[src/core/ddr3_spacing_defs.svh]
// Timing figures, command codes and reset values for the DDR3 host.
// Assumes a 200 MHz system clock; included by bare name.
`ifndef DDR3_SPACING_DEFS_SVH
`define DDR3_SPACING_DEFS_SVH

// System clock period in ps
`define SYS_CLK_PS    5000
// Spacing floors in memory clocks and time minimums in ps
`define T_MRD_CK      4
`define T_MOD_CK      12
`define T_MOD_PS      15000
`define T_CCD_CK      4
`define T_MPRR_CK     1
`define T_RRD_CK      4
`define T_RRD_LO_PS   7500
`define T_RRD_HI_PS   6000
`define T_FAW_LO_PS   40000
`define T_FAW_HI_PS   35000
`define T_RTP_CK      4
`define T_RTP_PS      7500
`define T_WTR_CK      4
`define T_WTR_PS      7500
`define T_WR_PS       15000
`define BURST_BEATS   8
// Command pin codes {cs_n, ras_n, cas_n, we_n}
`define CMD_MRS       4'h0
`define CMD_ACT       4'h3
`define CMD_RD        4'h5
`define CMD_WR        4'h4
`define CMD_PRE       4'h2
`define CMD_NOP       4'h7
// Auto-precharge address bit
`define AP_BIT        10
// Reset value of counters
`define CNT_RST       8'h00

`endif

[src/core/ddr3_spacing_pkg.sv]
// Types shared by the DDR3 command spacing host and its bench.
// Assumes nothing of its surroundings.
package ddr3_spacing_pkg;

	typedef enum logic [2:0] {
		OP_NOP, OP_MRS, OP_MPR_EXIT, OP_ACT, OP_RD, OP_WR, OP_WRA, OP_PRE
	} op_e;

	// User request
	typedef struct packed {
		op_e         op;
		logic [2:0]  ba;
		logic [12:0] addr;
	} req_s;

	// Command pins towards the memory
	typedef struct packed {
		logic        cs_n;
		logic        ras_n;
		logic        cas_n;
		logic        we_n;
		logic [2:0]  ba;
		logic [12:0] addr;
	} cmd_s;

	typedef enum logic [1:0] {B_IDLE, B_WRITE, B_READ} burst_e;

endpackage

[src/core/ddr3_spacing_host.sv]
// DDR3 host: spaces user commands, makes the memory clock, frames strobes.
// Assumes one system clock, a user holding req_valid until req_ready, and
// a bench that resolves the strobe and data wires from the enables.
`timescale 1ns/1ps
`default_nettype none
`include "ddr3_spacing_defs.svh"

module ddr3_spacing_host #(
	parameter int CK_HALF  = 2,
	parameter int CNT_W    = 8,
	parameter int CL       = 5,
	parameter int CWL      = 5,
	parameter bit SPEED_HI = 1'b0,
	parameter int RP_PS    = 15000
)(
	input  wire  logic                     sys_clk,
	input  wire  logic                     resetn,
	input  wire  logic                     req_valid,
	input  wire  ddr3_spacing_pkg::req_s   req,
	output logic                           req_ready,
	input  wire  logic [127:0]             wr_data,
	output logic                           rd_valid,
	output logic [127:0]                   rd_data,
	output logic                           ck,
	output ddr3_spacing_pkg::cmd_s         cmd,
	output logic                           dqs_o,
	output logic                           dqs_oe,
	input  wire  logic                     dqs_i,
	output logic [15:0]                    dq_o,
	output logic                           dq_oe,
	input  wire  logic [15:0]              dq_i
);
	import ddr3_spacing_pkg::*;

	localparam int TCK_PS = 2 * CK_HALF * `SYS_CLK_PS;

	// Time minimum to clocks, rounded up, raised to the floor
	function automatic int ck_cyc(input int ps, input int floor_ck);
		int c;
		c = (ps + TCK_PS - 1) / TCK_PS;
		return (c > floor_ck) ? c : floor_ck;
	endfunction

	// Count down one step on a memory clock tick
	function automatic logic [CNT_W-1:0] dec(input logic [CNT_W-1:0] x,
		input logic t);
		return (t && x != '0) ? x - 1'b1 : x;
	endfunction

	// Request to command pins
	function automatic cmd_s enc(input req_s r);
		cmd_s c;
		c.ba = r.ba;
		c.addr = r.addr;
		case (r.op)
			OP_MRS, OP_MPR_EXIT: {c.cs_n, c.ras_n, c.cas_n, c.we_n} = `CMD_MRS;
			OP_ACT:              {c.cs_n, c.ras_n, c.cas_n, c.we_n} = `CMD_ACT;
			OP_RD:               {c.cs_n, c.ras_n, c.cas_n, c.we_n} = `CMD_RD;
			OP_WR, OP_WRA:       {c.cs_n, c.ras_n, c.cas_n, c.we_n} = `CMD_WR;
			OP_PRE:              {c.cs_n, c.ras_n, c.cas_n, c.we_n} = `CMD_PRE;
			default:             {c.cs_n, c.ras_n, c.cas_n, c.we_n} = `CMD_NOP;
		endcase
		if (r.op == OP_WRA)
			c.addr[`AP_BIT] = 1'b1;
		else if (r.op == OP_WR)
			c.addr[`AP_BIT] = 1'b0;
		return c;
	endfunction

	localparam int BL2    = `BURST_BEATS / 2;
	localparam int MRD    = `T_MRD_CK;
	localparam int MOD    = ck_cyc(`T_MOD_PS, `T_MOD_CK);
	localparam int CCD    = `T_CCD_CK;
	localparam int MPRR   = `T_MPRR_CK;
	localparam int RRD    = ck_cyc(SPEED_HI ? `T_RRD_HI_PS : `T_RRD_LO_PS,
		`T_RRD_CK);
	localparam int FAW    = ck_cyc(SPEED_HI ? `T_FAW_HI_PS : `T_FAW_LO_PS, 1);
	localparam int RTP    = ck_cyc(`T_RTP_PS, `T_RTP_CK);
	localparam int WTR    = CWL + BL2 + ck_cyc(`T_WTR_PS, `T_WTR_CK);
	localparam int WR_CK  = ck_cyc(`T_WR_PS, 1);
	localparam int DAL    = CWL + BL2 + WR_CK + ck_cyc(RP_PS, 1);
	// Data update phase, half a half clock away from the strobe edges
	localparam int MID    = CK_HALF / 2;
	// Strobe windows in half memory clocks after the command
	localparam logic [CNT_W-1:0] W_ON  = CNT_W'(2 * CWL - 1);
	localparam logic [CNT_W-1:0] W_D0  = CNT_W'(2 * CWL + 1);
	localparam logic [CNT_W-1:0] W_D7  = CNT_W'(2 * CWL + `BURST_BEATS);
	localparam logic [CNT_W-1:0] W_OFF = CNT_W'(2 * CWL + `BURST_BEATS + 2);
	localparam logic [CNT_W-1:0] R_ON  = CNT_W'(2 * CL - 1);
	localparam logic [CNT_W-1:0] R_END = CNT_W'(2 * CL + `BURST_BEATS + 4);

	logic [CNT_W-1:0] ph_r, ph_nxt;
	logic             ck_r, ck_nxt, ck_o_r;
	logic             half_end, tick;

	// Memory clock divider
	always_comb
	begin
		half_end = (ph_r == CNT_W'(CK_HALF - 1));
		tick = half_end && ck_r;
		ph_nxt = half_end ? '0 : ph_r + 1'b1;
		ck_nxt = half_end ? ~ck_r : ck_r;
	end

	always_ff @(posedge sys_clk or negedge resetn)
	begin
		if (!resetn)
		begin
			ph_r <= `CNT_RST;
			ck_r <= 1'b0;
			ck_o_r <= 1'b0;
		end
		else
		begin
			ph_r <= ph_nxt;
			ck_r <= ck_nxt;
			ck_o_r <= ck_r;
		end
	end

	logic        dqs_s1, dqs_s2, dqs_s3, dqs_s4;
	logic [15:0] dq_s1, dq_s2;

	// Pin synchronisers, read side
	always_ff @(posedge sys_clk or negedge resetn)
	begin
		if (!resetn)
		begin
			{dqs_s1, dqs_s2, dqs_s3, dqs_s4} <= 4'h0;
			dq_s1 <= 16'h0000;
			dq_s2 <= 16'h0000;
		end
		else
		begin
			{dqs_s1, dqs_s2, dqs_s3, dqs_s4} <= {dqs_i, dqs_s1, dqs_s2, dqs_s3};
			dq_s1 <= dq_i;
			dq_s2 <= dq_s1;
		end
	end

	logic [CNT_W-1:0] mrd_r, mod_r, ccd_r, mprr_r, rrd_r, wtr_r;
	logic [CNT_W-1:0] mrd_nxt, mod_nxt, ccd_nxt, mprr_nxt, rrd_nxt, wtr_nxt;
	logic [CNT_W-1:0] faw_r [4];
	logic [CNT_W-1:0] faw_nxt [4];
	logic [CNT_W-1:0] dal_r [8];
	logic [CNT_W-1:0] dal_nxt [8];
	logic [CNT_W-1:0] rtp_r [8];
	logic [CNT_W-1:0] rtp_nxt [8];
	logic [1:0]       fptr_r, fptr_nxt;
	burst_e           st_r, st_nxt;
	logic             gen_ok, legal, go, req_ready_r;

	// Legality of the waiting request
	always_comb
	begin
		gen_ok = (mod_r == '0) && (mprr_r == '0);
		case (req.op)
			OP_MRS, OP_MPR_EXIT:
				legal = (mrd_r == '0) && (mprr_r == '0) && st_r == B_IDLE;
			OP_ACT:
				legal = gen_ok && (rrd_r == '0)
					&& (faw_r[fptr_r] == '0)
					&& (dal_r[req.ba] == '0);
			OP_RD:
				legal = gen_ok && (ccd_r == '0) && (wtr_r == '0)
					&& st_r == B_IDLE;
			OP_WR, OP_WRA:
				legal = gen_ok && (ccd_r == '0) && st_r == B_IDLE;
			OP_PRE:
				legal = gen_ok && (rtp_r[req.ba] == '0);
			default:
				legal = 1'b0;
		endcase
		go = tick && req_valid && legal && !req_ready_r;
	end

	// Spacing counters, one step per memory clock
	always_comb
	begin
		mrd_nxt = dec(mrd_r, tick);
		mod_nxt = dec(mod_r, tick);
		ccd_nxt = dec(ccd_r, tick);
		mprr_nxt = dec(mprr_r, tick);
		rrd_nxt = dec(rrd_r, tick);
		wtr_nxt = dec(wtr_r, tick);
		fptr_nxt = fptr_r;
		for (int i = 0; i < 4; i++)
			faw_nxt[i] = dec(faw_r[i], tick);
		for (int i = 0; i < 8; i++)
		begin
			dal_nxt[i] = dec(dal_r[i], tick);
			rtp_nxt[i] = dec(rtp_r[i], tick);
		end
		if (go)
		begin
			case (req.op)
				OP_MRS, OP_MPR_EXIT:
				begin
					mrd_nxt = CNT_W'(MRD);
					mod_nxt = CNT_W'(MOD);
					if (req.op == OP_MPR_EXIT)
						mprr_nxt = CNT_W'(MPRR);
				end
				OP_ACT:
				begin
					rrd_nxt = CNT_W'(RRD);
					faw_nxt[fptr_r] = CNT_W'(FAW);
					fptr_nxt = fptr_r + 1'b1;
				end
				OP_RD:
				begin
					ccd_nxt = CNT_W'(CCD);
					rtp_nxt[req.ba] = CNT_W'(RTP);
				end
				OP_WR, OP_WRA:
				begin
					ccd_nxt = CNT_W'(CCD);
					wtr_nxt = CNT_W'(WTR);
					if (req.op == OP_WRA)
						dal_nxt[req.ba] = CNT_W'(DAL);
				end
				default:
				begin
				end
			endcase
		end
	end

	always_ff @(posedge sys_clk or negedge resetn)
	begin
		if (!resetn)
		begin
			mrd_r <= `CNT_RST;
			mod_r <= `CNT_RST;
			ccd_r <= `CNT_RST;
			mprr_r <= `CNT_RST;
			rrd_r <= `CNT_RST;
			wtr_r <= `CNT_RST;
			fptr_r <= 2'h0;
			for (int i = 0; i < 4; i++)
				faw_r[i] <= `CNT_RST;
			for (int i = 0; i < 8; i++)
			begin
				dal_r[i] <= `CNT_RST;
				rtp_r[i] <= `CNT_RST;
			end
		end
		else
		begin
			mrd_r <= mrd_nxt;
			mod_r <= mod_nxt;
			ccd_r <= ccd_nxt;
			mprr_r <= mprr_nxt;
			rrd_r <= rrd_nxt;
			wtr_r <= wtr_nxt;
			fptr_r <= fptr_nxt;
			faw_r <= faw_nxt;
			dal_r <= dal_nxt;
			rtp_r <= rtp_nxt;
		end
	end

	logic [CNT_W-1:0] hc_r, hc_nxt;
	logic [3:0]       beat_r, beat_nxt;
	logic [127:0]     wbuf_r, wbuf_nxt, rsh_r, rsh_nxt, rd_data_r, rd_data_nxt;
	logic             rd_valid_r, rd_valid_nxt;
	logic             dqs_o_r, dqs_o_nxt, dqs_oe_r, dqs_oe_nxt, dq_oe_r;
	logic [15:0]      dq_o_r, dq_o_nxt;
	cmd_s             cmd_r, cmd_nxt;

	// Command pins, burst framing and read capture
	always_comb
	begin
		st_nxt = st_r;
		hc_nxt = half_end ? hc_r + 1'b1 : hc_r;
		beat_nxt = beat_r;
		wbuf_nxt = wbuf_r;
		rsh_nxt = rsh_r;
		rd_data_nxt = rd_data_r;
		rd_valid_nxt = 1'b0;
		dqs_o_nxt = 1'b0;
		dqs_oe_nxt = 1'b0;
		dq_o_nxt = dq_o_r;
		cmd_nxt = cmd_r;
		if (tick)
			cmd_nxt = enc('{op: OP_NOP, ba: 3'h0, addr: 13'h0000});
		if (go)
			cmd_nxt = enc(req);
		case (st_r)
			B_IDLE:
			begin
				hc_nxt = '0;
				if (go && (req.op == OP_WR || req.op == OP_WRA))
				begin
					st_nxt = B_WRITE;
					wbuf_nxt = wr_data;
				end
				else if (go && req.op == OP_RD)
				begin
					st_nxt = B_READ;
					beat_nxt = 4'h0;
				end
			end
			B_WRITE:
			begin
				// Low preamble, toggles with ck, low postamble
				dqs_oe_nxt = (hc_r >= W_ON) && (hc_r < W_OFF);
				dqs_o_nxt = (hc_r >= W_D0) && (hc_r <= W_D7) && hc_r[0];
				if (hc_r >= W_D0 - 1'b1 && hc_r < W_D7 && ph_r == CNT_W'(MID))
				begin
					dq_o_nxt = wbuf_r[15:0];
					wbuf_nxt = {16'h0000, wbuf_r[127:16]};
				end
				if (hc_r == W_OFF)
					st_nxt = B_IDLE;
			end
			B_READ:
			begin
				// Strobe left to the memory for the whole window
				// First beat only on a rising edge: the preamble's fall
				// out of a released wire is not data
				if (hc_r >= R_ON && (dqs_s3 ^ dqs_s4)
					&& (beat_r != 4'h0 || dqs_s3))
				begin
					rsh_nxt = {dq_s2, rsh_r[127:16]};
					beat_nxt = beat_r + 1'b1;
					if (beat_r == 4'(`BURST_BEATS - 1))
					begin
						rd_valid_nxt = 1'b1;
						rd_data_nxt = {dq_s2, rsh_r[127:16]};
					end
				end
				if (hc_r == R_END)
					st_nxt = B_IDLE;
			end
			default:
				st_nxt = B_IDLE;
		endcase
	end

	always_ff @(posedge sys_clk or negedge resetn)
	begin
		if (!resetn)
		begin
			st_r <= B_IDLE;
			hc_r <= `CNT_RST;
			beat_r <= 4'h0;
			wbuf_r <= '0;
			rsh_r <= '0;
			rd_data_r <= '0;
			rd_valid_r <= 1'b0;
			dqs_o_r <= 1'b0;
			dqs_oe_r <= 1'b0;
			dq_oe_r <= 1'b0;
			dq_o_r <= 16'h0000;
			cmd_r <= {`CMD_NOP, 3'h0, 13'h0000};
			req_ready_r <= 1'b0;
		end
		else
		begin
			st_r <= st_nxt;
			hc_r <= hc_nxt;
			beat_r <= beat_nxt;
			wbuf_r <= wbuf_nxt;
			rsh_r <= rsh_nxt;
			rd_data_r <= rd_data_nxt;
			rd_valid_r <= rd_valid_nxt;
			dqs_o_r <= dqs_o_nxt;
			dqs_oe_r <= dqs_oe_nxt;
			dq_oe_r <= dqs_oe_nxt;
			dq_o_r <= dq_o_nxt;
			cmd_r <= cmd_nxt;
			req_ready_r <= go;
		end
	end

	// Output pins
	assign ck = ck_o_r;
	assign cmd = cmd_r;
	assign req_ready = req_ready_r;
	assign rd_valid = rd_valid_r;
	assign rd_data = rd_data_r;
	assign dqs_o = dqs_o_r;
	assign dqs_oe = dqs_oe_r;
	assign dq_o = dq_o_r;
	assign dq_oe = dq_oe_r;

endmodule // ddr3_spacing_host
`default_nettype wire

[config.mk]
export PLATFORM = sky130hd
export DESIGN_NAME = ddr3_spacing_host
export DESIGN_NICKNAME = d
export VERILOG_FILES = /design/src/core/ddr3_spacing_pkg.sv /design/src/core/ddr3_spacing_host.sv
export VERILOG_INCLUDE_DIRS = /design/src /design/src/core
export SDC_FILE = /design/constraint.sdc
export NUM_CORES = 1
export LEC_CHECK = 0
export BUFFER_PORTS_ARGS = -buffer_cell sky130_fd_sc_hd__buf_4
export CORE_ASPECT_RATIO = 1.25
export CORE_MARGIN = 4
export CORE_UTILIZATION = 35
export DETAILED_ROUTE_END_ITERATION = 10
export PLACE_DENSITY = 0.54
export SYNTH_ARGS = -nofsm -noshare
export SYNTH_HDL_FRONTEND = slang
export SYNTH_SLANG_ARGS = --single-unit
[constraint.sdc]
create_clock -name sys_clk -period 8.55 [get_ports sys_clk]
set_clock_uncertainty 0.1 [all_clocks]
set_input_delay 0 -clock sys_clk [delete_from_list [all_inputs] [get_ports sys_clk]]
set_output_delay 0 -clock sys_clk [all_outputs]
set_load 0.02 [all_outputs]
==> results_dict.tcl, run 1 <==
set metrics [dict create \
    rows 120 \
    ir_worst_vdd_uv 143 \
    synth_edf_count 0 \
    post_cts_resized 0 \
    path_cells "or4_4 -> or4_1 -> mux4_2 -> o32a_1 -> a21oi_4 -> a31oi_1 -> dlygate4sd3_1" \
    power.internal_mw 5.57 \
    drive_gt1_share_pct 23.9 \
    syn_to_final_growth_pct 27.4 \
    yosysWarnings 0 \
    viasPerCell 5.12 \
    crit_required_ns 8.97 \
    setup_tns_ns 0 \
    p_clk_share_pct 48.6 \
    track_usage_pct 17.3 \
    cts_max_level 3 \
    switching_power_mw 1.60 \
    crit_path_start_kind "flip-flop" \
    combPwrFrac_pct 5.5 \
    cts_buffers 76 \
    start_util_pct 35.3 \
    first_iter_violations 1537 \
    status "finished, final reports clean" \
    cp_max_fo 31 \
    path_buf_inv 1 \
    synth_top_cell_by_area "dfrtp_1" \
    min_path_type "input port to flip-flop" \
    fin_cells 4273 \
    critical_path_class "flip-flop to flip-flop" \
    dp_cells 3930 \
    powerDensity_mw_per_mm2 187 \
    num_vias 21900 \
    synthTopCellsByArea "dfrtp_1 (56%), mux2_2 (9.0%), mux2i_1 (3.8%)" \
    min_period_over_period_pct 54.4 \
    synth_cell_types 65 \
    dr.pass1.iters 5 \
    ys.flop_type "dfrtp_1" \
    ys_seq_area_share_pct 56.1 \
    nets 3334 \
    die_y_um 336 \
    pre_cts_slack_ns 4.25 \
    antenna_found_initial 9 \
    routed_wirelength_mm 79.8 \
    rsz0062_at_grt "no" \
    wl_per_cell_um 18.7 \
    p_seq_share_pct 45.9 \
    hpwl_mm 52.6 \
    cts_max_path_buffers 3 \
    critPathCaptureType "flip-flop" \
    slowest_stage "a21oi_4" \
    grt-ovfl-total 0 \
    netlist_area_mm2 0.0302 \
    worst_slack_ns 3.90 \
    synth_common_cells "dfrtp_1 (674), mux2_2 (241), nor2_1 (206)" \
    synthArstFlopShare_pct 100 \
    grt_pass1_vias 23000 \
    synth_nets 2845 \
    cts_sinks 677 \
    cts_tree "yes" \
    core-area_mm2 0.0856 \
    power.leakage_nw 17.7 \
    syn_avg_cell_area_um2 11.5 \
    switching_share_pct 22.3 \
    slew_violations 0 \
    drv_cap 0 \
    clkTransAtPathRegs_ns 0.06 \
    min_from "wr_data[122]" \
    port_buffers 335 \
    die_x_um 271 \
    period_minus_slack_ns 4.65 \
    grt_max_degree 182 \
    fill_cells 7902 \
    ff_latch_area_mm2 0.0169 \
    ant_nets 0 \
    arrival_ns 5.07 \
    synth.most_common_cell "dfrtp_1" \
    timing.slew.headroom_pct 15.7 \
    drc_errors 0 \
    crit_path_start "faw_r[27]" \
    hold_viol 0 \
    clk_latency_ns 0.63 \
    fmax_mhz 215 \
    whs_ns 0.0475 \
    dieArea_mm2 0.0910 \
    routabilityCongestion 0.828 \
    cp_top_family "compound AO/OA/AOI/OAI gates" \
    ios 337 \
    r2r_start "faw_r[27]" \
    slowest_delay_ns 0.98 \
    multi_input_area_mm2 0.0124 \
    ys_seq_elements 677 \
    finalSetupViolations 0 \
    grt_pass1_wl_mm 128 \
    synth_top_area_share_pct 55.9 \
    worst_slew_pin_slew_ns 1.26 \
    root_buffer "clkbuf_16" \
    utilization_pct 44.9 \
    synthCells 2618 \
]
[per-stage QoR]
step	area (µm²)	power (mW)
6_report	38400	7.17
5_1_grt	38400	7.46
4_1_cts	38400	7.30
3_5_place_dp	33700	3.67
3_3_place_gp	33700	3.66
2_1_floorplan	30200	3.48
[registers in the layout, summed over array words and instances, names as in the netlist, 2 cells and up]
signal,cells
dq_s1,16
fptr_r,2
ccd_r,8
rrd_r,8
dq_s2,16
mod_r,8
ph_r,8
wbuf_r,128
mrd_r,8
rd_data,128
st_r,2
dal_r,64
mprr_r,8
wtr_r,8
cmd,19
rtp_r,64
dq_o,16
rsh_r,112
hc_r,8
faw_r,32
beat_r,4
[power groups by stage]
stage	Combinational [mW]	Clock [mW]	Sequential, mW
after floorplan	0.137	0	3.34
after global placement	0.316	0	3.35
after detailed placement	0.322	0	3.35
after CTS	0.402	3.61	3.29
after global routing	0.435	3.73	3.30
final	0.395	3.48	3.29
[cells in the final DEF, fill, tap and decap left out, types with 57 or more instances in the layout]
cell / netlist / layout
ha_1: 60 / 60
xor2_1: 92 / 92
dfrtp_1: 674 / 674
xnor2_1: 96 / 96
nand2_1: 169 / 169
nand3_1: 59 / 57
a31oi_1: 126 / 126
dlygate4sd3_1: 0 / 196
nor3_1: 155 / 155
mux2_2: 241 / 241
inv_1: 79 / 79
o21ai_0: 59 / 59
nor2_1: 206 / 206
mux2i_1: 115 / 115
buf_4: 2 / 349
a21oi_1: 75 / 74
clkbuf_16: 0 / 77
[logic make-up (layout without fill, tap and decap cells)]
family / Yosys count / in the layout / synth area share (%)
flops: 677 / 677 / 56.1
simple gates: 794 / 794 / 12.9
fa+ha+maj: 60 / 60 / 2.49
xor+xnor: 188 / 188 / 5.46
other cells: 1 / 9 / 0.0124
mux: 359 / 359 / 13.0
buf+inv: 218 / 767 / 2.88
compound gates: 321 / 321 / 7.04
[worst register-to-register path, cell delays in order (launching register included)]
cell and delay, ns:
dfrtp_1 0.42, or4_4 0.56, or4_1 0.49, mux4_2 0.54, o32a_1 0.66, a21oi_4 0.98
a31oi_1 0.19, dlygate4sd3_1 0.60
[repair_timing]
item,4_1_cts,5_1_grt
hold buffers,197,0
buffers inserted,0,0
hold endpoints to repair,399,0
[layer usage]
layer  track usage, %  vias up  share of wire, %
li1                 -    10200                 -
met1             22.2    11000                43
met2             29.5      504                49
met3             3.00      150               4.3
met4             6.30        0               3.1
met5                0        -                 0
[worst paths after layout]
check	endpoint	slack (ns)	cells past startpoint
setup / recovery	ccd_r[1]	3.90	7
hold / removal	wbuf_r[122]	0.05	4
setup reg to reg	ccd_r[1]	3.90	7
hold reg to reg	dq_s2[8]	0.23	0
max in group asynchronous	rsh_r[43]	5.90	5
min in group asynchronous	rtp_r[7]	0.39	3
[area by class of cell]
type | count | area share (%)
antenna | 8 | 0.0521
clock inverter | 25 | 1.19
sequential | 677 | 44.1
inverter | 79 | 0.771
tap | 1098 | 3.57
clock buffer | 113 | 5.83
multi-input combinational | 1723 | 32.3
timing repair buffer | 550 | 12.2
Power figures use the tool's default switching activity.
==> run 2, diff against run 1 <==
--- a/config.mk
+++ b/config.mk
@@ -11,7 +11,7 @@
 export CORE_MARGIN = 4
 export CORE_UTILIZATION = 35
 export DETAILED_ROUTE_END_ITERATION = 10
-export PLACE_DENSITY = 0.54
+export PLACE_DENSITY = 0.56
 export SYNTH_ARGS = -nofsm -noshare
 export SYNTH_HDL_FRONTEND = slang
 export SYNTH_SLANG_ARGS = --single-unit
==> constraint.sdc (replaced) <==
create_clock -name sys_clk -period 4.2 [get_ports sys_clk]
set_clock_uncertainty 0.1 [all_clocks]
set_input_delay 0 -clock sys_clk [delete_from_list [all_inputs] [get_ports sys_clk]]
set_output_delay 0 -clock sys_clk [all_outputs]
set_load 0.02 [all_outputs]
==> run 2 against run 1 <==
  * Sequential share of layout area is 0.13 points lower
  * Sequential power is 100% higher
  * Design area is 0.30% higher
  * Hold slack worse by 0.013 ns
  * Sequential cell count stayed put
  * Count of clock-buffer cells in the layout stayed put
  * Total power is 98% higher
  * Critical path type unchanged
==> results_dict.tcl, run 2 (synthesis gave the netlist of run 1 again) <==
set metrics [dict create \
    status "finished, final reports clean" \
    viasPerCell 5.17 \
    grt_pass1_vias 23100 \
    grt_pass1_wl_mm 129 \
    hold_viol 0 \
    p_clk_share_pct 46.9 \
    p_total_mw 14.2 \
    drive_gt1_share_pct 24.6 \
    period_minus_slack_ns 3.93 \
    rows 120 \
    switching_power_mw 3.23 \
    min_path_type "input port to flip-flop" \
    grt_max_degree 130 \
    hpwl_mm 54.3 \
    setup_tns_ns 0 \
    power.internal_mw 11.0 \
    dp_cells 3956 \
    cts_buffers 76 \
    cts_tree "yes" \
    cp_max_fo 9 \
    combPwrFrac_pct 5.9 \
    finalSetupViolations 0 \
    cts_max_path_buffers 3 \
    root_buffer "clkbuf_16" \
    mostFrequentLayoutCells "dfrtp_1 (674), buf_4 (364), mux2_2 (241)" \
    nets 3358 \
    antenna_found_initial 3 \
    timing.slew.headroom_pct 25.1 \
    slew_violations 0 \
    clk_latency_ns 0.63 \
    routabilityCongestion 0.833 \
    postCtsSetupRepairBufs 0 \
    drc_errors 0 \
    fill_cells 7750 \
    fin_cells 4287 \
    cts_sinks 677 \
    core-area_mm2 0.0856 \
    num_vias 22200 \
    first_iter_violations 1445 \
    fmax_mhz 254 \
    grt-ovfl-total 0 \
    wl_per_cell_um 19.0 \
    drv_cap 0 \
    track_usage_pct 17.5 \
    arrival_ns 4.30 \
    cts_max_level 3 \
    die_x_um 271 \
    routed_wirelength_mm 81.3 \
    worst_slew_pin_slew_ns 1.12 \
    crit_path_start_kind "flip-flop" \
    hold_buffers 195 \
    p_seq_share_pct 47.2 \
    crit_required_ns 4.57 \
    power.leakage_nw 17.8 \
    start_util_pct 35.3 \
    dieArea_mm2 0.0910 \
    rsz0062_at_grt "no" \
    min_period_over_period_pct 93.7 \
    ios 337 \
    syn_to_final_growth_pct 27.8 \
    critPathCaptureType "flip-flop" \
    switching_share_pct 22.7 \
    die_y_um 336 \
    powerDensity_mw_per_mm2 368 \
    post_cts_resized 0 \
    clkTransAtPathRegs_ns 0.06 \
    ir_worst_vdd_uv 271 \
    dr.pass1.iters 5 \
    port_buffers 335 \
    layout_commonest_cell "dfrtp_1" \
    critical_path_class "flip-flop to flip-flop" \
    ant_nets 0 \
]
-- run 2: changes by cell type in the layout (fill, tap and decap cells not counted), sizes merged --
cell	before	now
buf	354	380
diode	8	2
bufinv	10	3
dlygate4sd3	196	194
inv	83	84
clkinvlp	2	4
-- run 2: power by group through the flow --
stage          combinational [mW]  clock (mW)  sequential, mW
4_1_cts                     0.844        6.90            6.70
2_1_floorplan               0.279           0            6.80
3_3_place_gp                0.673           0            6.81
6_report                    0.832        6.66            6.70
3_5_place_dp                0.685           0            6.82
5_1_grt                     0.913        7.15            6.71
-- run 2: path summary, 6_finish.rpt --
check,start,end,slack [ns],depth (start not counted)
worst max-delay path,mprr_r[0],rtp_r[53],0.27,9
worst min-delay path,wr_data[112],wbuf_r[112],0.03,4
worst max register to register,mprr_r[0],rtp_r[53],0.27,9
worst min register to register,dqs_s2,dqs_s3,0.25,0
max in group asynchronous,resetn,wbuf_r[0],2.83,4
min in group asynchronous,resetn,st_r[1],0.52,4
-- run 2: area by class of cell --
cell class,instances,area [µm²],area share (%)
inverters,79,297,0.769
flip-flops and latches,677,16900,43.9
well taps,1098,1370,3.56
diodes,2,5.00,0.0130
multi-input cells,1723,12400,32.2
repair buffers,574,5000,13.0
clock buffers,113,2280,5.92
clock inverters,21,235,0.610
-- run 2: per-stage QoR --
| step | util, % | hold WS [ns] | area (µm²) | setup slack, ns |
|---|---|---|---|---|
| floorplan | - | -0.396 | 30200 | 0.906 |
| global placement | 39.8 | -0.0259 | 34100 | 0.402 |
| detailed placement | 39.8 | -0.0385 | 34100 | 0.317 |
| CTS | 45.0 | 0.00121 | 38600 | 0.291 |
| global route | 45.0 | 0.0201 | 38600 | 0.0333 |
| finish | 45.1 | 0.0342 | 38600 | 0.265 |
-- run 2: layer usage --
metal | vias up | wire, µm | global-route usage [%]
li1 | 10300 | - | -
met3 | 160 | 3340 | 2.90
met4 | 2 | 2760 | 6.58
met1 | 11200 | 35100 | 22.5
met2 | 529 | 40100 | 29.8
met5 | - | 11 | 0
-- run 2: critical path, stage by stage (launching register included) --
cell and delay, ns:
dfrtp_1 0.41, inv_1 0.11, ha_1 0.19, nor4b_1 0.43, nand4_1 0.30, nor4_1 0.51, nand3_1 0.14, o32a_1 0.74
a2111oi_4 0.71, nor2_1 0.13
